`config.mk`:
```
export PLATFORM = sky130hd
export DESIGN_NAME = bst_tap
export DESIGN_NICKNAME = d
export VERILOG_FILES = /design/src/verilog/bst_sync.v /design/src/verilog/bst_chain.v /design/src/verilog/bst_tap.v
export VERILOG_INCLUDE_DIRS = /design/src /design/src/verilog
export SDC_FILE = /design/constraint.sdc
export NUM_CORES = 1
export LEC_CHECK = 0
export BUFFER_PORTS_ARGS = -buffer_cell sky130_fd_sc_hd__buf_2
export CORE_AREA = 2 2 180 182
export CTS_BUF_LIST = sky130_fd_sc_hd__clkbuf_2
export DETAILED_ROUTE_END_ITERATION = 10
export DIE_AREA = 0 0 182 184
export PLACE_DENSITY = 0.67
export RECOVER_POWER = 25
export SYNTH_ARGS = -nofsm -noshare
export SYNTH_HDL_FRONTEND = slang
export SYNTH_SLANG_ARGS = --single-unit
```
`constraint.sdc`:
```
create_clock -name clk_i -period 2 [get_ports clk_i]
set_input_delay 0.4 -clock clk_i [delete_from_list [all_inputs] [get_ports clk_i]]
set_output_delay 0.4 -clock clk_i [all_outputs]
set_load 0.005 [all_outputs]
```
`src/verilog/bst_defines.vh`:
```
// Constants for the boundary scan test access port
`ifndef BST_DEFINES_VH
`define BST_DEFINES_VH

// Instruction register
`define BST_IR_W          3
`define BST_IR_EXTEST     3'h0
`define BST_IR_SAMPLE     3'h4
`define BST_IR_IDCODE     3'h6
`define BST_IR_BYPASS     3'h7
`define BST_IR_CAPTURE    3'h1

// Data register selection codes
`define BST_SEL_W         2
`define BST_SEL_BYP       2'h0
`define BST_SEL_ID        2'h1
`define BST_SEL_CHAIN     2'h2

// Identification word layout
`define BST_ID_W          32
`define BST_ID_FIXED      1'h1
`define BST_ID_PROD_W     11
`define BST_ID_PART_W     16
`define BST_ID_REV_W      4
// Arbitrary identity values
`define BST_ID_PROD_DEF   11'h05a
`define BST_ID_PART_DEF   16'h1234
`define BST_ID_REV_DEF    4'h1

// Boundary chain
`define BST_CHAIN_LEN     98
`define BST_PIN_IN_N      49
`define BST_PIN_OUT_N     49

// Controller states
`define BST_ST_W          4
`define BST_ST_TLR        4'hf
`define BST_ST_RTI        4'hc
`define BST_ST_SELDR      4'h7
`define BST_ST_CAPDR      4'h6
`define BST_ST_SHDR       4'h2
`define BST_ST_EX1DR      4'h1
`define BST_ST_PDR        4'h3
`define BST_ST_EX2DR      4'h0
`define BST_ST_UPDR       4'h5
`define BST_ST_SELIR      4'h4
`define BST_ST_CAPIR      4'he
`define BST_ST_SHIR       4'ha
`define BST_ST_EX1IR      4'h9
`define BST_ST_PIR        4'hb
`define BST_ST_EX2IR      4'h8
`define BST_ST_UPIR       4'hd

`endif

```
`src/verilog/bst_sync.v`:
```
// Two-stage synchroniser for signals from outside the clock domain
`timescale 1ns/1ps
`default_nettype none

module bst_sync #(
  parameter W = 1
) (
  // Clock and reset
  input  wire         clk_i,
  input  wire         reset_i,
  // Asynchronous in, synchronised out
  input  wire [W-1:0] async_i,
  output wire [W-1:0] sync_o
);

  reg [W-1:0] meta_q;
  reg [W-1:0] sync_q;

  // First stage feeds only the second stage
  always @(posedge clk_i)
  begin
    if (reset_i)
    begin
      meta_q <= {W{1'b0}};
      sync_q <= {W{1'b0}};
    end
    else
    begin
      meta_q <= async_i;
      sync_q <= meta_q;
    end
  end

  assign sync_o = sync_q;

endmodule // bst_sync
`default_nettype wire

```
`src/verilog/bst_chain.v`:
```
// Boundary scan chain with capture, shift and latched parallel update
`timescale 1ns/1ps
`default_nettype none

module bst_chain #(
  parameter LEN = 98
) (
  // Clock and reset
  input  wire           clk_i,
  input  wire           reset_i,
  // Control strobes, one cycle each
  input  wire           capture_i,
  input  wire           shift_i,
  input  wire           update_i,
  // Serial path
  input  wire           si_i,
  output wire           so_o,
  // Parallel capture and update
  input  wire [LEN-1:0] cap_i,
  output wire [LEN-1:0] upd_o
);

  reg [LEN-1:0] sh_q;
  reg [LEN-1:0] upd_q;

  genvar i;
  generate
    for (i = 0; i < LEN; i = i + 1)
    begin : g_stage
      // Each stage captures its pin or takes its upstream neighbour
      always @(posedge clk_i)
      begin
        if (reset_i)
          sh_q[i] <= 1'b0;
        else if (capture_i)
          sh_q[i] <= cap_i[i];
        else if (shift_i)
          sh_q[i] <= (i == LEN - 1) ? si_i : sh_q[(i + 1) % LEN];
      end

      // Parallel latch changes only on the update strobe
      always @(posedge clk_i)
      begin
        if (reset_i)
          upd_q[i] <= 1'b0;
        else if (update_i)
          upd_q[i] <= sh_q[i];
      end
    end
  endgenerate

  assign so_o  = sh_q[0];
  assign upd_o = upd_q;

endmodule // bst_chain
`default_nettype wire

```
`src/verilog/bst_tap.v`:
```
// Boundary scan test access port: controller, instruction and data registers
//
// Functional notes
// - Three-bit instruction, shifted in LSB first
// - Extest: chain drives pins, captures inputs
// - Sample/preload: chain in path, core drives pins
// - Idcode selects identification register
// - Bypass gives one test-clock delay
// - Identification word fields and fixed one
// - Identification shifts out LSB first
// - Bypass register is a single bit
// - 98-stage chain, used by extest/sample only
// - Chain captures input pins and core outputs, drives the output pins only
// - Sixteen-state controller, DR and IR branches
// - Mode-select sampled at test-clock rise
// - Serial data timed by test clock
// - Five high mode-select edges reach reset
// - Test reset restores normal mode, idcode
// - Chain outputs update on falling edge only
`timescale 1ns/1ps
`default_nettype none
`include "bst_defines.vh"

module bst_tap #(
  parameter              PIN_IN_N  = `BST_PIN_IN_N,
  parameter              PIN_OUT_N = `BST_PIN_OUT_N,
  parameter [`BST_ID_PROD_W-1:0] ID_PROD = `BST_ID_PROD_DEF,
  parameter [`BST_ID_PART_W-1:0] ID_PART = `BST_ID_PART_DEF,
  parameter [`BST_ID_REV_W-1:0]  ID_REV  = `BST_ID_REV_DEF
) (
  // Clock and reset
  input  wire                 clk_i,
  input  wire                 reset_i,
  // Test access pins
  input  wire                 tck_i,
  input  wire                 tms_i,
  input  wire                 tdi_i,
  output wire                 tdo_o,
  output wire                 tdo_oe_o,
  // Pin side of the boundary
  input  wire [PIN_IN_N-1:0]  pin_in_i,
  output wire [PIN_OUT_N-1:0] pin_out_o,
  // Core side of the boundary
  input  wire [PIN_OUT_N-1:0] core_out_i,
  output wire [PIN_IN_N-1:0]  core_in_o,
  // Status
  output wire                 test_mode_o
);

  localparam CHAIN_LEN = PIN_IN_N + PIN_OUT_N;

  // Data register select from the current instruction
  function [`BST_SEL_W-1:0] dr_sel;
    input [`BST_IR_W-1:0] ir;
    begin
      case (ir)
        `BST_IR_EXTEST: dr_sel = `BST_SEL_CHAIN;
        `BST_IR_SAMPLE: dr_sel = `BST_SEL_CHAIN;
        `BST_IR_IDCODE: dr_sel = `BST_SEL_ID;
        `BST_IR_BYPASS: dr_sel = `BST_SEL_BYP;
        default:        dr_sel = `BST_SEL_BYP;
      endcase
    end
  endfunction

  // Synchronised test pins and boundary inputs
  wire [2:0]          tap_sync;
  wire [PIN_IN_N-1:0] pin_in_sync;
  wire                tck_s;
  wire                tms_s;
  wire                tdi_s;

  bst_sync #(
    .W (3)
  ) u_tap_sync (
    .clk_i   (clk_i),
    .reset_i (reset_i),
    .async_i ({tck_i, tms_i, tdi_i}),
    .sync_o  (tap_sync)
  );

  bst_sync #(
    .W (PIN_IN_N)
  ) u_pin_sync (
    .clk_i   (clk_i),
    .reset_i (reset_i),
    .async_i (pin_in_i),
    .sync_o  (pin_in_sync)
  );

  assign tck_s = tap_sync[2];
  assign tms_s = tap_sync[1];
  assign tdi_s = tap_sync[0];

  // Test clock edge detection
  reg  tck_prev_q;
  wire tck_rise;
  wire tck_fall;

  // Cleared to the idle-low level so no false edge follows reset
  always @(posedge clk_i)
  begin
    if (reset_i)
      tck_prev_q <= 1'b0;
    else
      tck_prev_q <= tck_s;
  end

  assign tck_rise = tck_s & ~tck_prev_q;
  assign tck_fall = ~tck_s & tck_prev_q;

  // Controller state
  reg [`BST_ST_W-1:0] st_q;
  reg [`BST_ST_W-1:0] st_d;

  // Next state from mode-select at each test-clock rise
  always @*
  begin
    st_d = st_q;
    case (st_q)
      `BST_ST_TLR:   st_d = tms_s ? `BST_ST_TLR   : `BST_ST_RTI;
      `BST_ST_RTI:   st_d = tms_s ? `BST_ST_SELDR : `BST_ST_RTI;
      `BST_ST_SELDR: st_d = tms_s ? `BST_ST_SELIR : `BST_ST_CAPDR;
      `BST_ST_CAPDR: st_d = tms_s ? `BST_ST_EX1DR : `BST_ST_SHDR;
      `BST_ST_SHDR:  st_d = tms_s ? `BST_ST_EX1DR : `BST_ST_SHDR;
      `BST_ST_EX1DR: st_d = tms_s ? `BST_ST_UPDR  : `BST_ST_PDR;
      `BST_ST_PDR:   st_d = tms_s ? `BST_ST_EX2DR : `BST_ST_PDR;
      `BST_ST_EX2DR: st_d = tms_s ? `BST_ST_UPDR  : `BST_ST_SHDR;
      `BST_ST_UPDR:  st_d = tms_s ? `BST_ST_SELDR : `BST_ST_RTI;
      `BST_ST_SELIR: st_d = tms_s ? `BST_ST_TLR   : `BST_ST_CAPIR;
      `BST_ST_CAPIR: st_d = tms_s ? `BST_ST_EX1IR : `BST_ST_SHIR;
      `BST_ST_SHIR:  st_d = tms_s ? `BST_ST_EX1IR : `BST_ST_SHIR;
      `BST_ST_EX1IR: st_d = tms_s ? `BST_ST_UPIR  : `BST_ST_PIR;
      `BST_ST_PIR:   st_d = tms_s ? `BST_ST_EX2IR : `BST_ST_PIR;
      `BST_ST_EX2IR: st_d = tms_s ? `BST_ST_UPIR  : `BST_ST_SHIR;
      `BST_ST_UPIR:  st_d = tms_s ? `BST_ST_SELDR : `BST_ST_RTI;
      default:       st_d = `BST_ST_TLR;
    endcase
  end

  // State advances only on a test-clock rise; power-up lands in reset
  always @(posedge clk_i)
  begin
    if (reset_i)
      st_q <= `BST_ST_TLR;
    else if (tck_rise)
      st_q <= st_d;
  end

  // State decodes
  wire in_tlr   = (st_q == `BST_ST_TLR);
  wire in_capdr = (st_q == `BST_ST_CAPDR);
  wire in_shdr  = (st_q == `BST_ST_SHDR);
  wire in_updr  = (st_q == `BST_ST_UPDR);
  wire in_capir = (st_q == `BST_ST_CAPIR);
  wire in_shir  = (st_q == `BST_ST_SHIR);
  wire in_upir  = (st_q == `BST_ST_UPIR);

  // Instruction shift stage and active instruction
  reg [`BST_IR_W-1:0] ir_sh_q;
  reg [`BST_IR_W-1:0] ir_q;

  // Capture loads the fixed pattern, shift takes data in LSB first
  always @(posedge clk_i)
  begin
    if (reset_i)
      ir_sh_q <= `BST_IR_CAPTURE;
    else if (tck_rise && in_capir)
      ir_sh_q <= `BST_IR_CAPTURE;
    else if (tck_rise && in_shir)
      ir_sh_q <= {tdi_s, ir_sh_q[`BST_IR_W-1:1]};
  end

  // Active instruction: idcode in reset, new code on update falling edge
  always @(posedge clk_i)
  begin
    if (reset_i)
      ir_q <= `BST_IR_IDCODE;
    else if (in_tlr)
      ir_q <= `BST_IR_IDCODE;
    else if (tck_fall && in_upir)
      ir_q <= ir_sh_q;
  end

  wire [`BST_SEL_W-1:0] sel = dr_sel(ir_q);

  // Bypass register, one bit
  reg byp_q;

  always @(posedge clk_i)
  begin
    if (reset_i)
      byp_q <= 1'b0;
    else if (tck_rise && in_capdr && sel == `BST_SEL_BYP)
      byp_q <= 1'b0;
    else if (tck_rise && in_shdr && sel == `BST_SEL_BYP)
      byp_q <= tdi_s;
  end

  // Identification register
  wire [`BST_ID_W-1:0] id_word = {ID_REV, ID_PART, ID_PROD,
                                  `BST_ID_FIXED};
  reg  [`BST_ID_W-1:0] id_q;

  // Loads on capture, shifts right so bit 0 leaves first
  always @(posedge clk_i)
  begin
    if (reset_i)
      id_q <= {`BST_ID_W{1'b0}};
    else if (tck_rise && in_capdr && sel == `BST_SEL_ID)
      id_q <= id_word;
    else if (tck_rise && in_shdr && sel == `BST_SEL_ID)
      id_q <= {tdi_s, id_q[`BST_ID_W-1:1]};
  end

  // Boundary chain, active only for extest and sample/preload
  wire                 chain_sel = (sel == `BST_SEL_CHAIN);
  wire                 chain_so;
  wire [CHAIN_LEN-1:0] chain_upd;

  bst_chain #(
    .LEN (CHAIN_LEN)
  ) u_chain (
    .clk_i     (clk_i),
    .reset_i   (reset_i),
    .capture_i (tck_rise & in_capdr & chain_sel),
    .shift_i   (tck_rise & in_shdr & chain_sel),
    .update_i  (tck_fall & in_updr & chain_sel),
    .si_i      (tdi_s),
    .so_o      (chain_so),
    .cap_i     ({core_out_i, pin_in_sync}),
    .upd_o     (chain_upd)
  );

  // Extest takes the pins; outside test reset only
  wire extest = (ir_q == `BST_IR_EXTEST) & ~in_tlr;

  // Pin drivers: chain pattern under extest, core path otherwise
  reg [PIN_OUT_N-1:0] pin_out_q;
  reg [PIN_IN_N-1:0]  core_in_q;

  always @(posedge clk_i)
  begin
    if (reset_i)
    begin
      pin_out_q <= {PIN_OUT_N{1'b0}};
      core_in_q <= {PIN_IN_N{1'b0}};
    end
    else
    begin
      pin_out_q <= extest ? chain_upd[CHAIN_LEN-1:PIN_IN_N]
                          : core_out_i;
      core_in_q <= pin_in_sync;
    end
  end

  // Serial output selection
  // Instruction scans take the output ahead of any data register
  reg tdo_d;

  always @*
  begin
    if (in_shir)
      tdo_d = ir_sh_q[0];
    else
      case (sel)
        `BST_SEL_CHAIN: tdo_d = chain_so;
        `BST_SEL_ID:    tdo_d = id_q[0];
        default:        tdo_d = byp_q;
      endcase
  end

  // Serial output changes on falling edge, driven only while shifting
  reg tdo_q;
  reg tdo_oe_q;

  always @(posedge clk_i)
  begin
    if (reset_i)
    begin
      tdo_q    <= 1'b0;
      tdo_oe_q <= 1'b0;
    end
    else if (tck_fall)
    begin
      tdo_q    <= tdo_d;
      tdo_oe_q <= in_shir | in_shdr;
    end
  end

  assign tdo_o       = tdo_q;
  assign tdo_oe_o    = tdo_oe_q;
  assign pin_out_o   = pin_out_q;
  assign core_in_o   = core_in_q;
  assign test_mode_o = extest;

endmodule // bst_tap
`default_nettype wire

```
==> results of run 1 <==
[worst paths after layout]
path,slack [ns],cells past startpoint,startpoint,end
worst max-delay path,-0.36,3,st_q[3]$_SDFFE_PP1P_,test_mode_o
worst min-delay path,0.20,3,pin_in_i[25],u_pin_sync.meta_q[25]$_SDFF_PP0_
worst max register to register,-0.06,6,st_q[2]$_SDFFE_PP1P_,pin_out_o[39]$_SDFF_PP0_
worst min register to register,0.42,1,u_pin_sync.meta_q[45]$_SDFF_PP0_,u_pin_sync.sync_o[45]$_SDFF_PP0_
[final cells by class]
type / count / share of cell area [%]
flip-flops and latches: 395 / 43.84
repair buffers: 359 / 14.54
multi-input cells: 915 / 33.98
diodes: 6 / 0.08314
inverters: 4 / 0.08314
clock buffers: 142 / 3.935
well taps: 402 / 2.785
clock inverters: 24 / 0.7414
[what timing repair did]
item                                    CTS  global route
resized for setup                         7             6
buffers inserted                          2             0
endpoints found under the hold margin   193             0
pin swaps                                 1             1
hold buffers                            105             0
endpoints found under the setup margin    1            24
[layer usage]
layer / track usage [%] / routed length, um / up-vias
li1: - / - / 5945
met1: 26.94 / 16340 / 5823
met2: 36.70 / 18200 / 388
met3: 5.052 / 2144 / 75
met4: 9.742 / 908 / 0
met5: 0 / 0 / -
[cells in the final DEF, fill, tap and decap left out, types with 3 or more instances in the layout]
cell,Yosys,final
inv_1,4,4
nand3b_1,25,25
a31oi_1,110,110
buf_12,0,12
a211oi_2,20,20
a21o_1,3,3
clkinv_1,0,15
dfxtp_1,395,389
buf_2,40,202
mux2i_1,120,120
diode_2,0,6
nand2_1,5,5
a21oi_1,103,103
dlygate4sd3_1,0,105
a211oi_1,89,89
nand4_1,6,6
nor3b_1,3,3
clkbuf_2,0,143
buf_4,4,33
buf_6,5,5
dfxtp_2,0,5
nand2b_1,23,23
o21ai_1,6,6
nand3_1,101,101
clkinv_2,0,3
o21ai_0,100,100
nor2_1,16,15
nor2b_1,159,159
[cells in the mapped netlist, types with 2 or more instances]
| library cell | count |
|---|---|
| a21o_1 | 3 |
| a211oi_2 | 20 |
| nand4_1 | 6 |
| nor4bb_1 | 2 |
| inv_1 | 4 |
| and3b_1 | 2 |
| o21ai_1 | 6 |
| nor2_1 | 16 |
| mux2i_1 | 120 |
| buf_1 | 3 |
| a21oi_1 | 103 |
| o21ai_0 | 100 |
| ha_1 | 3 |
| clkbuf_1 | 108 |
| buf_2 | 40 |
| nor2b_1 | 159 |
| buf_6 | 5 |
| buf_4 | 4 |
| nand2_1 | 5 |
| a31oi_1 | 110 |
| nor3b_1 | 3 |
| a211oi_1 | 89 |
| a211o_1 | 2 |
| nand2b_1 | 23 |
| dfxtp_1 | 395 |
| nand3_1 | 101 |
| nand3b_1 | 25 |
| nor3_1 | 2 |
| o21bai_1 | 2 |
[worst reg2reg max path, cell delays in order (launching register included)]
cell and delay (ns):
dfxtp_4 0.36, buf_4 0.29, nand4_1 0.18, buf_4 0.27, nand3_1 0.12, a21oi_1 0.07, dlygate4sd3_1 0.67
[registers in the layout, summed over array words and instances (netlist names)]
signal / cells
u_chain.sh_q: 97
core_in_o: 49
pin_out_o: 49
u_chain.upd_o: 49
u_pin_sync.meta_q: 49
u_pin_sync.sync_o: 49
id_q: 32
st_q: 4
ir_q: 3
ir_sh_q: 3
u_tap_sync.meta_q: 3
u_tap_sync.sync_o: 3
byp_q: 1
tck_prev_q: 1
tdo_o: 1
tdo_oe_o: 1
u_chain.so_o: 1
[power groups by stage]
stage | Sequential [mW] | Clock, mW | Combinational, mW
after floorplan | 8.28 | 0 | 0.684
after global placement | 8.31 | 0 | 1.08
after detailed placement | 8.31 | 0 | 1.09
after CTS | 8.11 | 5.35 | 1.27
after global routing | 8.13 | 5.81 | 1.39
final | 8.11 | 5.15 | 1.29
[per-stage QoR]
stage          total power [mW]  worst slack [ns]  setup TNS (ns)
6_report                  14.55           -0.3639          -1.003
3_5_place_dp              9.396            0.2707               0
2_1_floorplan             8.964            0.2095               0
4_1_cts                   14.74           -0.4786         -0.4786
3_3_place_gp              9.384            0.3411               0
5_1_grt                   15.32           -0.4963          -9.997
[logic make-up (layout without fill, tap and decap cells)]
kind of cell / count (synthesis) / in the layout / synth area share, %
AO/OA/AOI/OAI: 440 / 440 / 18.72
flip-flops: 395 / 395 / 53.79
AND/OR/NAND/NOR: 352 / 352 / 14.18
buffers and inverters: 164 / 529 / 4.885
multiplexers: 120 / 120 / 8.171
adder cells (fa/ha/maj): 3 / 3 / 0.2554
other: 0 / 6 / 0
==> impl_metrics.yaml, run 1 <==
setup_path:
  path_cells: "and4_4, nor2_4, buf_2"
  cpMaxStageDelayCell: "dfxtp_1"
  crit_buf_inv: 1
  end_kind: "primary output"
  cp_top_family: "flip-flops"
  start_kind: "register"
  crit_path_max_fanout: 7
  critPathMaxStageDelay_ns: 0.51
  required_ns: 1.60
  critPathKind: "reg -> out"
  arrival_ns: 1.96
synth:
  synth-main-ff-cell: "dfxtp_1"
  async_flop_share_pct: 0
  syn_area_per_cell_sq_um: 9.973
  syn_area_sq_um: 14700
  synth.area.top_cells: "dfxtp_1, mux2i_1, nor2b_1"
  ys_ff_latch: 395
  synth_cell_type_count: 42
  syn_inst: 1474
  ys_seq_area_share_pct: 53.79
  syn_nets: 1580
  synth_edf_count: 0
  synth-warning-count: 0
  yosysTopAreaCell: "dfxtp_1"
  synth_top_area_share_pct: 53.79
final_layout:
  drive_gt1_share_pct: 24.03
  nFillCells: 2778
  fin_util_pct: 57.52
  area_growth_pct: 22.84
  nets: 1879
  stdcell_count: 2247
  stdcell_area_sq_um: 18060
  seqCellArea_sq_um: 7918
  multiInputGateArea_sq_um: 6137
timing:
  worst_slack_ns: -0.3639
  holdWs_ns: 0.1951
  fin_crit_ns: 2.364
  finalCritPeriodShare_pct: 118.2
  hold_violations: 0
  final_max_slew_viol_count: 88
  worst_slew_pin_slew_ns: 1.869
  relSlewSlack_pct: -24.62
  fmax_ghz: 0.4230
  setup_viol: 17
  finalClockSkew_ns: 0.09175
  rsz0062_at_grt: "yes"
clock_tree:
  clock_path_buffers: 3
  cts_tree: "built"
  path_clk_slew_ns: 0.10
  cts_made_buffers: 98
  htreeDepth: 3
  cts_sinks: 395
  cts_root_buf: "clkbuf_2"
  insertion_delay_ns: 0.98
die:
  coreArea_sq_um: 31390
  initial_utilization_pct: 46.83
  die_area_sq_um: 33490
  die_w_um: 182
  fp.dieH_um: 184
  rows: 65
  pin_count: 204
grt:
  grt_pass1_wl_um: 60330
  grt_overflow: 0
  grt_max_degree: 93
  grt_pass1_vias: 12090
  grt_antenna_before_repair: 5
  track_usage_pct: 21.89
power:
  swShare_pct: 26.69
  power.density_nw_per_um2: 805.6
  internal_power_mw: 10.66
  power_frac_seq_pct: 55.8
  power_leakage_nw: 7.410
  clkPwrFrac_pct: 35.4
  p_sw_mw: 3.883
  pwr-share-comb_pct: 8.9
  peakVddDrop_v: 0.0004903
routing:
  drc: 0
  wl_um: 37600
  drt_iter0_drc: 849
  viasPerCell: 5.443
  ant_nets: 0
  wire_per_inst_um: 16.73
  num_vias: 12230
  drtPass1Iterations: 5
place:
  numPortBuffers: 203
  gp_congestion: 0.7689
  placed_area_sq_um: 16120
  dp_cells: 1968
  hpwl_um: 21220
status:
  violations: "max-capacitance violations, max-slew violations, negative setup slack"
  outcome: "finished, violations left"
job:
  max-cap-violations: 1
hold_path:
  holdCritPathClass: "in -> reg"
(Power assumes the default switching activity.)
==> run 2, diff against run 1 <==
==> constraint.sdc (replaced) <==
create_clock -name clk_i -period 2 [get_ports clk_i]
set_input_delay 0.2 -clock clk_i [delete_from_list [all_inputs] [get_ports clk_i]]
set_output_delay 0.2 -clock clk_i [all_outputs]
set_load 0.005 [all_outputs]
==> impl_metrics.yaml, run 2 (same netlist as run 1, synthesis figures left out) <==
status:
  outcome: "finished, violations left"
  violations: "negative setup slack"
timing:
  finalClockSkew_ns: 0.1067
  worst_slew_pin_slew_ns: 1.108
  setup_viol: 16
  hold_violations: 0
  worst_slack_ns: -0.09276
  relSlewSlack_pct: 26.12
  finalCritPeriodShare_pct: 104.6
  fin_crit_ns: 2.093
  final_max_slew_viol_count: 0
  rsz0062_at_grt: "yes"
  fmax_ghz: 0.4778
grt:
  track_usage_pct: 23.57
  grt_overflow: 0
  grt_pass1_vias: 12700
  grt_max_degree: 73
  grt_pass1_wl_um: 64630
  grt_antenna_before_repair: 3
die:
  die_w_um: 182
  initial_utilization_pct: 46.83
  pin_count: 204
  coreArea_sq_um: 31390
  rows: 65
  die_area_sq_um: 33490
  fp.dieH_um: 184
place:
  hpwl_um: 21250
  numPortBuffers: 203
  gp_congestion: 0.7613
  placed_area_sq_um: 16130
power:
  pwr-share-comb_pct: 9.9
  p_sw_mw: 4.002
  power_frac_seq_pct: 55.1
  power.density_nw_per_um2: 773.1
  swShare_pct: 27.20
  clkPwrFrac_pct: 35.0
  internal_power_mw: 10.71
  totalPowerFinal_mw: 14.71
  power_leakage_nw: 7.866
  peakVddDrop_v: 0.0006581
setup_path:
  arrival_ns: 1.89
  critPathKind: "reg -> out"
  required_ns: 1.80
  start_kind: "register"
  end_kind: "primary output"
  crit_path_max_fanout: 4
hold_path:
  holdCritPathClass: "in -> reg"
routing:
  drtPass1Iterations: 5
  drc: 0
  ant_nets: 0
  wire_per_inst_um: 17.13
  wl_um: 40210
  viasPerCell: 5.384
  num_vias: 12640
  drt_iter0_drc: 898
clock_tree:
  cts_tree: "built"
  cts_made_buffers: 99
  clock_path_buffers: 3
  cts_sinks: 395
  path_clk_slew_ns: 0.10
  htreeDepth: 3
  insertion_delay_ns: 0.94
  cts_root_buf: "clkbuf_2"
job:
  max-cap-violations: 0
final_layout:
  regMostFlops: "u_chain.sh_q"
  largest_reg_flops: 97
  drive_gt1_share_pct: 22.35
  area_growth_pct: 29.44
  nFillCells: 2617
  fin_util_pct: 60.61
  final_cell_mix: "dfxtp_1, buf_2, dlygate4sd3_1, nor2b_1, clkbuf_2"
  stdcell_area_sq_um: 19030
  nets: 1976
  final_common_cell: "dfxtp_1"
## run 2: worst max-delay path, stage by stage (launching register included)
cell and delay [ns]:
dfxtp_1 0.35, or3_4 0.43, nor2_1 0.09, buf_2 0.11
## run 2: what timing repair did
item	CTS	global route
hold buffers	198	0
pin swaps	1	2
gates resized for setup	11	5
buffers inserted	7	0
cloned	0	1
hold endpoints to repair	382	0
endpoints found under the setup margin	1	25
## run 2: area by class of cell
| type | count | area, sq um | area share (%) |
|---|---|---|---|
| clock buffer | 133 | 665.6 | 3.498 |
| tap | 402 | 503.0 | 2.643 |
| multi-input combinational | 916 | 6140 | 32.27 |
| sequential | 395 | 7921 | 41.63 |
| timing repair buffer | 454 | 3583 | 18.83 |
| clock inverter | 40 | 192.7 | 1.013 |
| antenna | 3 | 7.507 | 0.03945 |
| inverter | 4 | 15.01 | 0.07891 |
## run 2: layer usage
metal	wire [um]	vias up	global-route usage, %
met5	0	-	0
met1	17410	6056	29.07
met4	895	0	9.032
li1	-	6131	-
met3	2186	58	5.349
met2	19730	391	40.21
## run 2: stage by stage
step                      cells  worst slack, ns  hold slack [ns]  TNS [ns]
after global placement     1965           0.2906           0.4071         0
after CTS                  2343          -0.2101         0.007034   -0.2101
after detailed placement   1965           0.2109           0.4135         0
after floorplan            1474           0.2095           0.3282         0
after global routing       2346          -0.2186         0.003753    -2.205
final                      2347         -0.09276           0.1160   -0.5974
## run 2: power groups by stage
stage	logic [mW]	registers, mW	clock network, mW
2_1_floorplan	0.684	8.28	0
6_report	1.45	8.11	5.15
3_3_place_gp	1.09	8.29	0
4_1_cts	1.44	8.10	5.29
3_5_place_dp	1.11	8.29	0
5_1_grt	1.56	8.13	5.75
## run 2: final timing paths
path / from / endpoint / slack (ns) / cells past startpoint
hold reg to reg: u_pin_sync.meta_q[23]$_SDFF_PP0_ / u_pin_sync.sync_o[23]$_SDFF_PP0_ / 0.42 / 1
setup reg to reg: ir_q[0]$_SDFFE_PP0P_ / u_chain.upd_o[81]$_SDFFE_PP0P_ / 0.12 / 7
hold / removal: core_out_i[0] / pin_out_o[0]$_SDFF_PP0_ / 0.12 / 4
setup / recovery: ir_q[2]$_SDFFE_PP1P_ / test_mode_o / -0.09 / 3
